===== config.mk =====
export PLATFORM = sky130hd
export DESIGN_NAME = tacp_control
export DESIGN_NICKNAME = d
export VERILOG_FILES = /design/src/tacp_pkg.sv /design/src/tacp_control.sv
export SDC_FILE = /design/constraint.sdc
export NUM_CORES = 1
export LEC_CHECK = 0
export ABC_AREA = 1
export BUFFER_PORTS_ARGS = -buffer_cell sky130_fd_sc_hd__buf_2
export CORE_UTILIZATION = 50
export DETAILED_ROUTE_END_ITERATION = 8
export PLACE_DENSITY = 0.69
export SLEW_MARGIN = 5
export SYNTH_ARGS = -nofsm -noshare
export SYNTH_HDL_FRONTEND = slang
export SYNTH_SLANG_ARGS = --single-unit

===== constraint.sdc =====
create_clock -name i_mclk -period 2.2 [get_ports i_mclk]
set_input_delay 0.44 -clock i_mclk [delete_from_list [all_inputs] [get_ports i_mclk]]
set_output_delay 0.44 -clock i_mclk [all_outputs]
set_load 0.01 [all_outputs]

===== src/tacp_pkg.sv =====
package tacp_pkg;

    ////////////////////////////////////////////////////////////////////////////
    // Register addresses
    localparam logic [7:0] ADDR_POWER_CONTROL  = 8'h87;
    localparam logic [7:0] ADDR_EXT_INT_FLAGS  = 8'h91;
    localparam logic [7:0] ADDR_TIMED_KEY      = 8'hc7;
    localparam logic [7:0] ADDR_WDOG_POWER     = 8'hd8;
    localparam logic [7:0] ADDR_EXT_INT_ENABLE = 8'he8;
    localparam logic [7:0] ADDR_POWER_MGMT     = 8'hc4;
    localparam logic [7:0] ADDR_ADDRESS_CTRL   = 8'h9d;
    localparam logic [7:0] ADDR_PROG_SIZE      = 8'hc2;
    localparam logic [7:0] ADDR_FLASH_CTRL     = 8'hd5;
    localparam logic [7:0] ADDR_STATUS         = 8'hc5;
    localparam logic [7:0] ADDR_TIMER_CLOCK    = 8'h8e;

    ////////////////////////////////////////////////////////////////////////////
    // Key values
    localparam logic [7:0] KEY_FIRST  = 8'haa;
    localparam logic [7:0] KEY_SECOND = 8'h55;

    ////////////////////////////////////////////////////////////////////////////
    // Field positions
    localparam int WD_RESTART_BIT  = 0;
    localparam int WD_RESET_EN_BIT = 1;
    localparam int WD_RESET_FLAG   = 2;
    localparam int WD_IRQ_FLAG_BIT = 3;
    localparam int PWR_WARN_BIT    = 4;
    localparam int PWR_WARN_EN_BIT = 5;
    localparam int POWER_ON_BIT    = 6;
    localparam int BANDGAP_BIT     = 0;
    localparam int STOP_BIT        = 1;
    localparam int RING_BIT        = 2;
    localparam int MULT_RATIO_BIT  = 3;
    localparam int MULT_EN_BIT     = 4;
    localparam int SWITCHBACK_BIT  = 5;
    localparam int CLK_DIV_LSB     = 6;
    localparam int MULT_READY_BIT  = 3;
    localparam logic [7:0] PROTECT_WDOG  = 8'h4b;
    localparam logic [7:0] PROTECT_EXTENDED_INTERRUPT_FLAGS  = 8'h01;
    localparam logic [7:0] PROTECT_ADDRESS_CONTROL_REGISTER  = 8'he0;
    localparam logic [7:0] PROTECT_SIZE  = 8'h0f;
    localparam logic [7:0] PROTECT_FLASH = 8'h0f;

    ////////////////////////////////////////////////////////////////////////////
    // Clock divide codes
    localparam logic [1:0] CD_MULT = 2'h0;
    localparam logic [1:0] CD_RSVD = 2'h1;
    localparam logic [1:0] CD_DIV1 = 2'h2;
    localparam logic [1:0] CD_SLOW = 2'h3;

    ////////////////////////////////////////////////////////////////////////////
    // Reset values
    localparam logic [7:0] RST_POWER_MGMT = 8'h80;
    localparam logic [7:0] RST_ZERO       = 8'h00;

    ////////////////////////////////////////////////////////////////////////////
    // Timing
    localparam int UNLOCK_CYCLES   = 3;
    localparam int SLOW_DIVIDE     = 1024;
    localparam int BAUD_DIVIDE     = 12;
    localparam int POR_DELAY       = 65536;
    localparam int MULT_START_DEF  = 65536;
    localparam logic [9:0]  SLOW_LAST  = 10'(SLOW_DIVIDE - 1);
    localparam logic [1:0]  UNLOCK_TOP = 2'(UNLOCK_CYCLES);
    localparam logic [16:0] POR_TOP    = 17'(POR_DELAY);

    typedef enum logic [1:0] {
        TACP_LOCKED  = 2'b00,
        TACP_ARMED   = 2'b01,
        TACP_OPEN    = 2'b11
    } tacp_key_t;

endpackage


===== src/tacp_control.sv =====
`timescale 1ns/1ps
`default_nettype none
module tacp_control #(
    parameter int MULT_START_CYCLES = tacp_pkg::MULT_START_DEF,
    parameter int POR_CYCLES        = tacp_pkg::POR_DELAY
) (
    input  wire logic       i_mclk,
    input  wire logic       i_reset,
    input  wire logic [7:0] i_addr,
    input  wire logic [7:0] i_wdata,
    input  wire logic       i_wr,
    input  wire logic       i_rd,
    input  wire logic       i_supply_warn,
    input  wire logic       i_supply_low,
    input  wire logic       i_serial_start,
    output logic      [7:0] o_rdata,
    output logic            o_sys_reset,
    output logic            o_power_warn_irq,
    output logic            o_machine_tick,
    output logic            o_mult_on,
    output logic            o_mult_x4,
    output logic            o_bandgap_on,
    output logic            o_timer_tick12,
    output logic      [7:0] o_address_control,
    output logic      [7:0] o_program_size,
    output logic      [7:0] o_flash_control
);
    import tacp_pkg::*;

    ////////////////////////////////////////////////////////////////////////////
    // Merge a write under a protection mask
    function automatic logic [7:0] merge(input logic [7:0] old_v, input logic [7:0] new_v,
                                         input logic [7:0] mask, input logic open_w);
        merge = open_w ? new_v : ((old_v & mask) | (new_v & ~mask));
    endfunction

    ////////////////////////////////////////////////////////////////////////////
    // Pin synchronisers
    logic [1:0] warn_s;
    logic [1:0] low_s;
    logic [1:0] start_s;
    logic       start_d;

    always_ff @(posedge i_mclk) begin
        warn_s  <= {warn_s[0], i_supply_warn};
        low_s   <= {low_s[0], i_supply_low};
        start_s <= {start_s[0], i_serial_start};
        start_d <= start_s[1];
    end

    ////////////////////////////////////////////////////////////////////////////
    // Power-on and brownout reset
    logic [16:0] por_cnt;
    logic [16:0] next_por_cnt;
    logic        por_done;
    logic        next_por_done;
    logic        sys_rst;

    always_comb begin
        next_por_cnt  = por_cnt;
        next_por_done = por_done;
        if (low_s[1]) begin
            next_por_cnt  = '0;
            next_por_done = 1'b0;
        end else if (!por_done) begin
            if (por_cnt == 17'(POR_CYCLES - 1))
                next_por_done = 1'b1;
            else
                next_por_cnt = por_cnt + 17'h1;
        end
    end

    always_ff @(posedge i_mclk) begin
        if (i_reset) begin
            por_cnt  <= '0;
            por_done <= 1'b0;
        end else begin
            por_cnt  <= next_por_cnt;
            por_done <= next_por_done;
        end
    end

    assign sys_rst = i_reset | ~por_done;

    ////////////////////////////////////////////////////////////////////////////
    // Machine-cycle enable: divide by 1 or by 1024
    logic [9:0] slow_cnt;
    logic [9:0] next_slow_cnt;
    logic [1:0] clk_div;
    logic       tick;

    always_comb begin
        next_slow_cnt = slow_cnt;
        if (clk_div == CD_SLOW)
            next_slow_cnt = (slow_cnt == SLOW_LAST) ? 10'h0 : slow_cnt + 10'h1;
        else
            next_slow_cnt = 10'h0;
    end
    assign tick = (clk_div != CD_SLOW) || (slow_cnt == SLOW_LAST);

    always_ff @(posedge i_mclk) begin
        if (sys_rst)
            slow_cnt <= '0;
        else
            slow_cnt <= next_slow_cnt;
    end

    ////////////////////////////////////////////////////////////////////////////
    // Timed-access key sequencer
    tacp_key_t  key_st;
    tacp_key_t  next_key_st;
    logic [1:0] key_cnt;
    logic [1:0] next_key_cnt;
    logic       key_wr;
    logic       unlocked;

    assign key_wr   = i_wr && (i_addr == ADDR_TIMED_KEY);
    assign unlocked = (key_st == TACP_OPEN);

    always_comb begin
        next_key_st  = key_st;
        next_key_cnt = key_cnt;
        if (tick && key_st != TACP_LOCKED)
            next_key_cnt = key_cnt + 2'h1;
        case (key_st)
            TACP_LOCKED: begin
                next_key_cnt = '0;
            end
            TACP_ARMED: begin
                if (tick && key_cnt == UNLOCK_TOP - 2'h1)
                    next_key_st = TACP_LOCKED;
            end
            TACP_OPEN: begin
                if (tick && key_cnt == UNLOCK_TOP - 2'h1)
                    next_key_st = TACP_LOCKED;
            end
            default: begin
                next_key_st = TACP_LOCKED;
            end
        endcase
        if (key_wr) begin
            next_key_cnt = '0;
            if (i_wdata == KEY_FIRST)
                next_key_st = TACP_ARMED;
            else if (i_wdata == KEY_SECOND && key_st == TACP_ARMED)
                next_key_st = TACP_OPEN;
            else
                next_key_st = TACP_LOCKED;
        end
    end

    always_ff @(posedge i_mclk) begin
        if (sys_rst) begin
            key_st  <= TACP_LOCKED;
            key_cnt <= '0;
        end else begin
            key_st  <= next_key_st;
            key_cnt <= next_key_cnt;
        end
    end

    ////////////////////////////////////////////////////////////////////////////
    // Registers
    logic [7:0] wdog;
    logic [7:0] extended_interrupt_flags;
    logic [7:0] power_management_register;
    logic [7:0] address_control_register;
    logic [7:0] rsize;
    logic [7:0] fctl;
    logic [7:0] extended_interrupt_enable;
    logic [7:0] power_control;
    logic [7:0] tclk;
    logic [7:0] next_wdog;
    logic [7:0] next_extended_interrupt_flags;
    logic [7:0] next_pmr;
    logic [7:0] next_address_control_register;
    logic [7:0] next_rsize;
    logic [7:0] next_fctl;
    logic [7:0] next_eie;
    logic [7:0] next_power_control;
    logic [7:0] next_tclk;
    logic       ready;
    logic       next_ready;
    logic [16:0] mcnt;
    logic [16:0] next_mcnt;
    logic       warn_d;
    logic       por_flag_set;

    assign clk_div = power_management_register[CLK_DIV_LSB +: 2];

    always_comb begin
        next_wdog  = wdog;
        next_extended_interrupt_flags  = extended_interrupt_flags;
        next_pmr   = power_management_register;
        next_address_control_register  = address_control_register;
        next_rsize = rsize;
        next_fctl  = fctl;
        next_eie   = extended_interrupt_enable;
        next_power_control  = power_control;
        next_tclk  = tclk;
        next_ready = ready;
        next_mcnt  = mcnt;
        if (i_wr) begin
            case (i_addr)
                ADDR_WDOG_POWER:     next_wdog  = merge(wdog, i_wdata, PROTECT_WDOG, unlocked);
                ADDR_EXT_INT_FLAGS:  next_extended_interrupt_flags  = merge(extended_interrupt_flags, i_wdata, PROTECT_EXTENDED_INTERRUPT_FLAGS, unlocked);
                ADDR_ADDRESS_CTRL:   next_address_control_register  = merge(address_control_register, i_wdata, PROTECT_ADDRESS_CONTROL_REGISTER, unlocked);
                ADDR_PROG_SIZE:      next_rsize = merge(rsize, i_wdata, PROTECT_SIZE, unlocked);
                ADDR_FLASH_CTRL:     next_fctl  = merge(fctl, i_wdata, PROTECT_FLASH, unlocked);
                ADDR_EXT_INT_ENABLE: next_eie   = i_wdata;
                ADDR_POWER_CONTROL:  next_power_control  = i_wdata;
                ADDR_TIMER_CLOCK:    next_tclk  = i_wdata;
                ADDR_POWER_MGMT: begin
                    next_pmr[SWITCHBACK_BIT] = i_wdata[SWITCHBACK_BIT];
                    next_pmr[RING_BIT]       = i_wdata[RING_BIT];
                    next_pmr[STOP_BIT]       = i_wdata[STOP_BIT];
                    if (!power_management_register[MULT_EN_BIT])
                        next_pmr[MULT_RATIO_BIT] = i_wdata[MULT_RATIO_BIT];
                    if ((clk_div == CD_DIV1 || clk_div == CD_RSVD) && !power_management_register[RING_BIT])
                        next_pmr[MULT_EN_BIT] = i_wdata[MULT_EN_BIT];
                    if (!(i_wdata[CLK_DIV_LSB +: 2] == CD_MULT && !ready))
                        next_pmr[CLK_DIV_LSB +: 2] = i_wdata[CLK_DIV_LSB +: 2];
                end
                default: ;
            endcase
        end
        // Multiplier startup count
        if (!power_management_register[MULT_EN_BIT] && next_pmr[MULT_EN_BIT]) begin
            next_ready = 1'b0;
            next_mcnt  = '0;
        end else if (!next_pmr[MULT_EN_BIT]) begin
            next_ready = 1'b0;
        end else if (!ready) begin
            if (mcnt == 17'(MULT_START_CYCLES - 1))
                next_ready = 1'b1;
            else
                next_mcnt = mcnt + 17'h1;
        end
        // Start-bit switchback
        if (clk_div == CD_SLOW && power_management_register[SWITCHBACK_BIT] && start_s[1] && !start_d)
            next_pmr[CLK_DIV_LSB +: 2] = CD_DIV1;
        // Warning flag: hardware set wins over software clear
        if (warn_s[1] && !warn_d)
            next_wdog[PWR_WARN_BIT] = 1'b1;
        if (por_flag_set)
            next_wdog[POWER_ON_BIT] = 1'b1;
    end

    always_ff @(posedge i_mclk) begin
        warn_d <= warn_s[1];
        if (i_reset)
            por_flag_set <= 1'b0;
        else
            por_flag_set <= ~por_done & next_por_done;
        if (sys_rst) begin
            wdog  <= {1'b0, wdog[POWER_ON_BIT], 6'h0};
            extended_interrupt_flags  <= RST_ZERO;
            power_management_register   <= RST_POWER_MGMT;
            address_control_register  <= RST_ZERO;
            rsize <= RST_ZERO;
            fctl  <= RST_ZERO;
            extended_interrupt_enable   <= RST_ZERO;
            power_control  <= RST_ZERO;
            tclk  <= RST_ZERO;
            ready <= 1'b0;
            mcnt  <= '0;
        end else begin
            wdog  <= next_wdog;
            extended_interrupt_flags  <= next_extended_interrupt_flags;
            power_management_register   <= next_pmr;
            address_control_register  <= next_address_control_register;
            rsize <= next_rsize;
            fctl  <= next_fctl;
            extended_interrupt_enable   <= next_eie;
            power_control  <= next_power_control;
            tclk  <= next_tclk;
            ready <= next_ready;
            mcnt  <= next_mcnt;
        end
    end

    ////////////////////////////////////////////////////////////////////////////
    // Divide-by-12 baud tick
    logic [3:0] b12;
    logic [3:0] next_b12;
    logic       next_t12;

    always_comb begin
        next_b12 = b12;
        next_t12 = 1'b0;
        if (tclk[1:0] == 2'h0) begin
            if (b12 == 4'(BAUD_DIVIDE - 1)) begin
                next_b12 = 4'h0;
                next_t12 = 1'b1;
            end else begin
                next_b12 = b12 + 4'h1;
            end
        end
    end

    ////////////////////////////////////////////////////////////////////////////
    // Read data and outputs
    logic [7:0] next_rdata;

    always_comb begin
        case (i_addr)
            ADDR_WDOG_POWER:     next_rdata = wdog;
            ADDR_EXT_INT_FLAGS:  next_rdata = extended_interrupt_flags;
            ADDR_POWER_MGMT:     next_rdata = power_management_register;
            ADDR_ADDRESS_CTRL:   next_rdata = address_control_register;
            ADDR_PROG_SIZE:      next_rdata = rsize;
            ADDR_FLASH_CTRL:     next_rdata = fctl;
            ADDR_EXT_INT_ENABLE: next_rdata = extended_interrupt_enable;
            ADDR_POWER_CONTROL:  next_rdata = power_control;
            ADDR_TIMER_CLOCK:    next_rdata = tclk;
            ADDR_STATUS:         next_rdata = {4'h0, ready, 3'h0};
            default:             next_rdata = 8'h00;
        endcase
        if (!i_rd)
            next_rdata = 8'h00;
    end

    always_ff @(posedge i_mclk) begin
        o_rdata           <= next_rdata;
        o_sys_reset       <= sys_rst;
        o_machine_tick    <= tick & ~sys_rst;
        o_power_warn_irq  <= wdog[PWR_WARN_BIT] & wdog[PWR_WARN_EN_BIT];
        o_mult_on         <= power_management_register[MULT_EN_BIT];
        o_mult_x4         <= power_management_register[MULT_RATIO_BIT];
        o_bandgap_on      <= ~power_management_register[STOP_BIT] | extended_interrupt_flags[BANDGAP_BIT];
        o_address_control <= address_control_register;
        o_program_size    <= rsize;
        o_flash_control   <= fctl;
        if (sys_rst) begin
            b12            <= '0;
            o_timer_tick12 <= 1'b0;
        end else begin
            b12            <= next_b12;
            o_timer_tick12 <= next_t12;
        end
    end

endmodule
`default_nettype wire


==> results.txt, run 1 <==
Seq/Total Area, Yosys = 0.484
CP endpoint kind = flip-flop
Via Count = 6,437
critical path class = flip-flop to flip-flop
first-pass GRT wire length = 28,800 um
CTS sink count = 173
grt ovf = 0
top_reg_cell synth = dfxtp_1
M1 WL = 8110 um
met3 wire len = 1190 um
final hold viol count = 0
Slowest cell on crit path = dfxtp_1
Mapped Cells = 950
Required @ worst endpoint = 2.56 ns
mean area per synthesized cell = 7.55 um^2
IO Port Bufs = 61
placement-stage cell area = 7750 um^2
final worst path period share = 0.903
Sw Ratio = 0.218
Die Span X = 122 um
register share of total power = 0.513
H-tree levels = 4
overall routing resource usage = 0.255
vias in the first global route = 5,799
Worst-Margin Slew = 0.508 ns
final clock skew = 0.00557 ns
reg2reg path depth = 10
FF/Latch Area = 3470 um^2
worst min-delay path category = input pin to flip-flop
initial antenna violation count = 0
CP cell instances = ha_1 > nand2_1 > nor2_1 > nand3_1 > nor4_1 > ha_1 > nor2_4 > nand3_4 > nand2_1 > a21oi_1
Pre-antenna DRT Iters = 7
Clock Tree Root = clkbuf_16
Internal Power = 4790 uW
share of layout cells above drive strength 1 = 0.137
Finished Cell Area = 8330 um^2
die height = 122 um
Area contributors post-synth = dfxtp_1, nand2_1, a21oi_1, nor2_1, o21ai_0
post-synthesis cell type count = 40
CTS tree = built
Max Fclk = 503 MHz
Critical Path AT = 2.34 ns
ys async rst share = 0
DPL Wire Length = 12,900 um
status = completed
synthesized cell area = 7170 um^2
Lkg Pwr = 0.00332 uW
largest net degree at the start of global routing = 32
yosys warns = 0
GP Congestion = 0.969
Post-Syn Nets = 981
Clock Latency Late Sink = 0.43 ns
clock power share = 0.461
Initial DRC Count = 503
Ports = 62
DRC Markers = 0
min cycle time layout = 1.99 ns
via density per instance = 5.28
max layer used = met4
Die ar. = 14,800 um^2
crit path buf inv count = 0
Yosys top cell area share = 0.480
Post-DRT Antenna Nets = 0
Filler cells = 1,328
CP top delay family = simple AND/OR/NAND/NOR gates
Num CTS Buffers = 17
multi-input logic area = 3210 um^2
clock slew at reported path FFs = 0.06 ns
Min-Delay Path Depth = 1
EDFF count, synth = 1
Worst setup SP type = flip-flop
VDD IR max = 652 uV
CP max FO = 17
core area = 13,900 um^2
hold endpoint = low_s[0]
met2 WL = 8090 um
Final setup viols = 0
post-layout util = 0.598
maxcap violations = 0
Yosys top cell by area = dfxtp_1
Post-synth top cells = nand2_1, dfxtp_1, nor2_1
total power = 6130 uW
Gate power share = 0.026
worst reg-to-reg setup slack = 0.21 ns
Inserted Diodes = 0
most common cell in the synthesized netlist = nand2_1
Power Density = 736 nW/um^2
final net count = 1,060
Total Wirelength = 17,900 um
wire per inst = 14.6 um
register bit total from synthesis = 173
hold path start = i_supply_low
max_slew headroom = 0.660
FF-to-FF End = mcnt[16]
CP peak stage delay = 0.38 ns
Final Max Slew Viols = 0
row count = 43
Psw = 1340 uW
worst-case clock buffer depth = 2
Starting Density = 0.515
Area Overhead vs Synth = 16.1%
reg2reg start = mcnt[0]
setup_tns = 0 ns
## how the worst max path moves through the flow
stage / start / endpoint / slack (ns) / cells after the start
floorplan: mcnt[0] / mcnt[10] / 0.31 / 12
global placement: mcnt[0] / mcnt[15] / 0.15 / 10
detailed placement: mcnt[0] / mcnt[16] / 0.05 / 10
CTS: por_cnt[0] / por_cnt[16] / 0.02 / 9
global route: mcnt[0] / mcnt[16] / -0.0006 / 10
finish: mcnt[0] / mcnt[16] / 0.21 / 10
## cells by family after synthesis
kind of cell,Yosys count,synth area share
simple gates,423,0.262
compound gates,200,0.148
flops,173,0.484
buf+inv,130,0.0732
xor+xnor,16,0.0195
fa+ha+maj,8,0.0140
## stage by stage
step | setup WS (ns) | instances | hold WS, ns
CTS | 0.0216 | 1220 | 0.101
finish | 0.213 | 1220 | 0.112
floorplan | 0.314 | 950 | 0.310
detailed placement | 0.0486 | 1190 | 0.312
global placement | 0.145 | 1190 | 0.310
global route | -0.000617 | 1220 | 0.0962
## power groups by stage
stage	sequential (uW)	clock (uW)	combinational, uW
final	3150	2830	158
after global routing	3150	2990	169
after CTS	3150	2840	154
after detailed placement	3220	0	153
after global placement	3220	0	154
after floorplan	3220	0	72.1
## worst reg2reg max path: cells and delay by family (launching register included)
kind | cells | cell delay [ns]
and+or+nand+nor | 7 | 0.97
adders and majority gates | 2 | 0.43
DFF | 1 | 0.38
AOI/OAI and AO/OA | 1 | 0.14
## registers in the layout (all words and copies together), names as in the netlist, 2 cells and up
register,count
b12,4
wdog,8
power_control,8
fctl,8
extended_interrupt_enable,8
tclk,8
extended_interrupt_flags,8
start_s,2
mcnt,17
o_address_control,8
warn_s,2
power_management_register,7
o_rdata,8
o_flash_control,8
o_program_size,8
key_cnt,2
rsize,8
address_control_register,8
low_s,2
por_cnt,17
slow_cnt,10
key_st,2
## layer usage
layer | track usage | vias up
li1 | - | 3283
met1 | 0.333 | 2952
met2 | 0.402 | 174
met3 | 0.0627 | 28
met4 | 0.104 | 0
met5 | 0 | -
## cells in the final DEF, fill, tap and decap left out, types with 3 or more instances in the layout
master and instances:
nand2_2 5, a21oi_1 95, nand4_1 20, o21ai_0 86, a211oi_1 8, nor4_1 4, clkbuf_16 17, nor3_1 12
clkinv_2 3, nor2_2 8, dfxtp_1 172, nor2_4 9, nor2_1 112, ha_1 8, buf_4 21, xnor2_1 6
xor2_1 10, clkinvlp_4 4, nand2_1 174, nand3_1 70, inv_1 104, buf_2 61
## cell type report
class,instances,share of cell area
clock buffers,21,0.0553
clock inverters,9,0.0107
inverters,108,0.0493
multi-input cells,647,0.385
flip-flops and latches,173,0.417
well taps,180,0.0270
repair buffers,82,0.0556
## timing repair
action,4_1_cts,5_1_grt
endpoints found under the setup margin,0,34
hold buffers,0,0
gates resized for setup,0,8
setup buffers,0,0
No activity file was read; power rests on OpenSTA's default activity.
==> inputs of run 2 (changes only) <==
--- a/config.mk
+++ b/config.mk
@@ -7,9 +7,10 @@
 export LEC_CHECK = 0
 export ABC_AREA = 1
 export BUFFER_PORTS_ARGS = -buffer_cell sky130_fd_sc_hd__buf_2
-export CORE_UTILIZATION = 50
+export CORE_MARGIN = 4
+export CORE_UTILIZATION = 59
 export DETAILED_ROUTE_END_ITERATION = 8
-export PLACE_DENSITY = 0.69
+export PLACE_DENSITY = 0.79
 export SLEW_MARGIN = 5
 export SYNTH_ARGS = -nofsm -noshare
 export SYNTH_HDL_FRONTEND = slang
==> results.txt, run 2 (synthesized netlist as in run 1, its figures left out) <==
Initial DRC Count = 699 (+39%)
Worst setup SP type = flip-flop
via density per instance = 5.49 (+4.1%)
Final Max Slew Viols = 0 (unchanged)
maxcap violations = 0 (unchanged)
Die Span X = 118 um (-2.9%)
largest net degree at the start of global routing = 37 (+16%)
clock slew at reported path FFs = 0.06 ns (about the same)
Ports = 62 (unchanged)
setup_tns = 0 ns (unchanged)
CTS tree = built
Total Wirelength = 17,900 um (+0.50%)
crit path launch = mcnt[0]
final net count = 1,061 (+0.094%)
wire per inst = 15.1 um (+3.0%)
GP Congestion = 0.995 (+2.6%)
Required @ worst endpoint = 2.51 ns (-0.05 ns)
worst-case clock buffer depth = 2 (unchanged)
DRC Markers = 0 (unchanged)
commonest non-fill, non-tap cell in the layout = nand2_1
RSZ-0062 raised after global routing = false
Worst-Margin Slew = 0.509 ns (+0.00124 ns)
leading cell types in the layout, fill and taps excluded = nand2_1, dfxtp_1, nor2_1
Area Overhead vs Synth = 16.5%
Die ar. = 14,000 um^2 (-5.7%)
min cycle time layout = 2.01 ns (+0.0252 ns)
core area = 12,000 um^2 (-14%)
initial antenna violation count = 2 (+2)
CP endpoint kind = flip-flop
overall routing resource usage = 0.257 (+0.00230)
IO Port Bufs = 61 (unchanged)
Clock Latency Late Sink = 0.43 ns (about the same)
Critical Path AT = 2.32 ns (-0.02 ns)
max_slew headroom = 0.659 (about the same)
DPL Wire Length = 12,700 um (-1.7%)
critical path class = flip-flop to flip-flop
Power Density = 739 nW/um^2 (+0.41%)
Final setup viols = 0 (unchanged)
Clock Tree Root = clkbuf_16
Via Count = 6,534 (+1.5%)
hold slack = 0.107 ns (-0.00463 ns)
Num CTS Buffers = 17 (unchanged)
CTS sink count = 173 (unchanged)
die height = 118 um (-2.9%)
reg2reg start = mcnt[0]
worst min-delay path category = input pin to flip-flop
final worst path period share = 0.915 (+0.0114)
Max Fclk = 497 MHz (-1.2%)
status = completed
H-tree levels = 4 (unchanged)
row count = 40 (-7.0%)
hold path start = i_serial_start
CP max FO = 13 (-4)
final clock skew = 0.00945 ns (+0.00388 ns)
Lkg Pwr = 0.00333 uW (+0.22%)
biggest regs = mcnt: 17 flops, por_cnt: 17 flops, slow_cnt: 10 flops
Pre-antenna DRT Iters = 5 (-2)
grt ovf = 0 (unchanged)
share of layout cells above drive strength 1 = 0.144 (+0.00728)
VDD IR max = 646 uV (-0.91%)
Starting Density = 0.600 (+0.0849)
first-pass GRT wire length = 29,000 um (+0.55%)
Post-DRT Antenna Nets = 0 (unchanged)
Inserted Diodes = 0 (unchanged)
vias in the first global route = 5,828 (+0.50%)
final hold viol count = 0 (unchanged)
-- run 2: cell types whose count changed in the layout (fill, tap and decap cells not counted), moves of 2 or more --
cell	previous run	this run
buf_4	21	19
inv_6	2	0
clkbuf_8	2	4
clkinv_2	3	5
nor2_1	112	110
-- run 2: through the flow --
stage	cells	total power (uW)	setup WS [ns]	cell area (um^2)	util
2_1_floorplan	950	3290	0.314	7170	-
3_5_place_dp	1155	3370	0.0300	7690	0.643
6_report	1190	6180	0.188	8360	0.699
5_1_grt	1190	6370	0.00145	8360	0.699
4_1_cts	1187	6210	0.0332	8280	0.692
3_3_place_gp	1155	3370	0.165	7690	0.643
-- run 2: final cells by class --
class	count	area [um^2]
clock buffers	22	484
clock inverters	10	88.8
fillers	973	3600
inverters	108	410
multi-input cells	648	3240
flip-flops and latches	173	3470
well taps	147	184
repair buffers	81	468
repair inverters	1	5.00
-- run 2: path summary, 6_finish.rpt --
check,slack [ns],cells after the start,to
worst min register to register,0.33,0,warn_s[1]
worst min-delay path,0.11,1,start_s[0]
worst max-delay path,0.19,12,mcnt[1]
worst max register to register,0.19,12,mcnt[1]
-- run 2: per-layer routing --
metal	share of wire	GRT usage
met5	0.0012	0
met1	0.44	0.335
met2	0.46	0.414
met3	0.074	0.0593
met4	0.028	0.103
-- run 2: what timing repair did --
action | 4_1_cts | 5_1_grt
resized for setup | 2 | 13
hold buffers | 0 | 0
gates cloned | 0 | 2
setup buffers | 0 | 1
pin swaps | 0 | 3
hold endpoints to repair | 0 | 0
setup endpoints to repair | 3 | 36
-- run 2: worst max-delay path, cell delays in order (launching register included) --
cell	delay, ns
dfxtp_1	0.38
ha_1	0.21
nand2_1	0.11
nor2_4	0.13
nand3_1	0.14
nor4_2	0.20
ha_2	0.25
nor2_4	0.07
inv_1	0.11
nor2_4	0.04
buf_12	0.14
nand2_1	0.07
a21oi_1	0.06
-- run 2: power breakdown --
group,switching [uW],total (uW),internal [uW]
Sequential,3.90,3150,3140
Combinational,115,156,41.2
Clock,1200,2870,1670
Total,1320,6180,4850
==> inputs of run 3 (changes only) <==
--- a/config.mk
+++ b/config.mk
@@ -8,9 +8,9 @@
 export ABC_AREA = 1
 export BUFFER_PORTS_ARGS = -buffer_cell sky130_fd_sc_hd__buf_2
 export CORE_MARGIN = 4
-export CORE_UTILIZATION = 59
+export CORE_UTILIZATION = 60
 export DETAILED_ROUTE_END_ITERATION = 8
-export PLACE_DENSITY = 0.79
+export PLACE_DENSITY = 0.8
 export SLEW_MARGIN = 5
 export SYNTH_ARGS = -nofsm -noshare
 export SYNTH_HDL_FRONTEND = slang
==> constraint.sdc (replaced) <==
create_clock -name i_mclk -period 2.5 [get_ports i_mclk]
set_input_delay 0.5 -clock i_mclk [delete_from_list [all_inputs] [get_ports i_mclk]]
set_output_delay 0.5 -clock i_mclk [all_outputs]
set_load 0.01 [all_outputs]
==> results.txt, run 3 (synthesized netlist as in run 1, its figures left out) <==
worst-case clock buffer depth = 2 (unchanged)
status = completed
Clock Latency Late Sink = 0.44 ns (about the same)
CP top delay family = simple AND/OR/NAND/NOR gates
Die ar. = 13,800 um^2 (-1.5%)
crit path buf inv count = 0 (-2)
Final setup viols = 0 (unchanged)
VDD IR max = 504 uV (-22%)
GP Congestion = 1.03 (+3.6%)
Lkg Pwr = 0.00330 uW (-0.88%)
overall routing resource usage = 0.262 (+0.00443)
Max Fclk = 454 MHz (-8.5%)
DPL Wire Length = 12,200 um (-3.9%)
die height = 117 um (-0.78%)
Final Max Slew Viols = 0 (unchanged)
CP endpoint kind = flip-flop
initial antenna violation count = 0 (-2)
clock power share = 0.481 (+0.016)
Ports = 62 (unchanged)
min cycle time layout = 2.20 ns (+0.188 ns)
CTS sink count = 173 (unchanged)
worst reg-to-reg setup slack = 0.30 ns (+0.11 ns)
register share of total power = 0.496 (-0.014)
final net count = 1,050 (-1.0%)
via density per instance = 5.45 (-0.69%)
core area = 11,600 um^2 (-3.3%)
vias in the first global route = 5,982 (+2.6%)
CP max FO = 17 (+4)
maxcap violations = 0 (unchanged)
CTS tree = built
final clock skew = 0.0102 ns (+0.000729 ns)
Num CTS Buffers = 17 (unchanged)
DRC Markers = 0 (unchanged)
IO Port Bufs = 61 (unchanged)
RSZ-0062 raised after global routing = false
Slowest cell on crit path = nand3_2
Worst-Margin Slew = 0.726 ns (+0.217 ns)
Via Count = 6,407 (-1.9%)
Gate power share = 0.023 (-0.002)
Critical Path AT = 2.51 ns (+0.19 ns)
final hold viol count = 0 (unchanged)
Internal Power = 4420 uW (-8.9%)
first-pass GRT wire length = 29,200 um (+0.90%)
Pre-antenna DRT Iters = 5 (unchanged)
CP cell instances = ha_1 > nand2_1 > nor2_1 > nand3_1 > nor4_1 > ha_1 > nor2_1 > nand3_2 > nand2_1 > a21oi_1
setup_tns = 0 ns (unchanged)
Post-DRT Antenna Nets = 0 (unchanged)
Worst setup SP type = flip-flop
hold slack = 0.160 ns (+0.0530 ns)
worst min-delay path category = input pin to flip-flop
total power = 5590 uW (-9.5%)
Sw Ratio = 0.209 (-0.00541)
Power Density = 679 nW/um^2 (-8.1%)
wire per inst = 14.9 um (-1.1%)
commonest non-fill, non-tap cell in the layout = nand2_1
Clock Tree Root = clkbuf_16
final worst path period share = 0.880 (-0.0346)
leading cell types in the layout, fill and taps excluded = nand2_1, dfxtp_1, nor2_1
critical path class = flip-flop to flip-flop
clock slew at reported path FFs = 0.06 ns (about the same)
grt ovf = 0 (unchanged)
largest net degree at the start of global routing = 31 (-16%)
Initial DRC Count = 606 (-13%)
post-layout util = 0.712 (+0.0130)
H-tree levels = 4 (unchanged)
Inserted Diodes = 0 (unchanged)
max_slew headroom = 0.515 (-0.144)
Area Overhead vs Synth = 14.7%
share of layout cells above drive strength 1 = 0.123 (-0.0208)
Required @ worst endpoint = 2.81 ns (+0.30 ns)
biggest regs = mcnt: 17 flops, por_cnt: 17 flops, slow_cnt: 10 flops
Psw = 1170 uW (-12%)
hold_buf cts = 0 (unchanged)
CP peak stage delay = 0.38 ns (about the same)
row count = 39 (-2.5%)
Die Span X = 117 um (-0.78%)
Total Wirelength = 17,500 um (-2.3%)
Starting Density = 0.620 (+0.0206)
# Post-CTS Setup Buffers = 0 (unchanged)
post-CTS sizing = 0 (-2)
-- run 3: final timing paths --
check / cells past startpoint / startpoint / endpoint
hold reg to reg: 0 / start_s[0] / start_s[1]
setup / recovery: 10 / mcnt[0] / mcnt[14]
hold / removal: 1 / i_serial_start / start_s[0]
setup reg to reg: 10 / mcnt[0] / mcnt[14]
-- run 3: stage by stage --
step,worst slack (ns),std cells,instance area (um^2)
global route,0.0302,1175,8230
floorplan,0.614,950,7170
CTS,0.278,1175,8230
finish,0.300,1175,8230
global placement,0.365,1143,7630
detailed placement,0.315,1143,7630
-- run 3: cell type report --
class                           count  area (um^2)
Sequential cell                   173         3470
Fill cell                         934         3330
Multi-Input combinational cell    647         3180
Clock buffer                       22          464
Inverter                          108          407
Timing Repair Buffer               72          388
Tap cell                          143          179
Clock inverter                     10          139
-- run 3: power groups by stage --
stage | combinational, uW | sequential, uW | clock [uW]
5_1_grt | 142 | 2770 | 2840
2_1_floorplan | 63.4 | 2830 | 0
6_report | 131 | 2770 | 2690
3_5_place_dp | 127 | 2830 | 0
4_1_cts | 127 | 2770 | 2710
3_3_place_gp | 127 | 2830 | 0
-- run 3: layer usage --
metal,vias up,part of all wire,GRT usage
li1,3267,-,-
met1,2845,0.44,0.332
met2,242,0.45,0.413
met3,53,0.066,0.0645
met4,0,0.042,0.138
met5,-,0,0
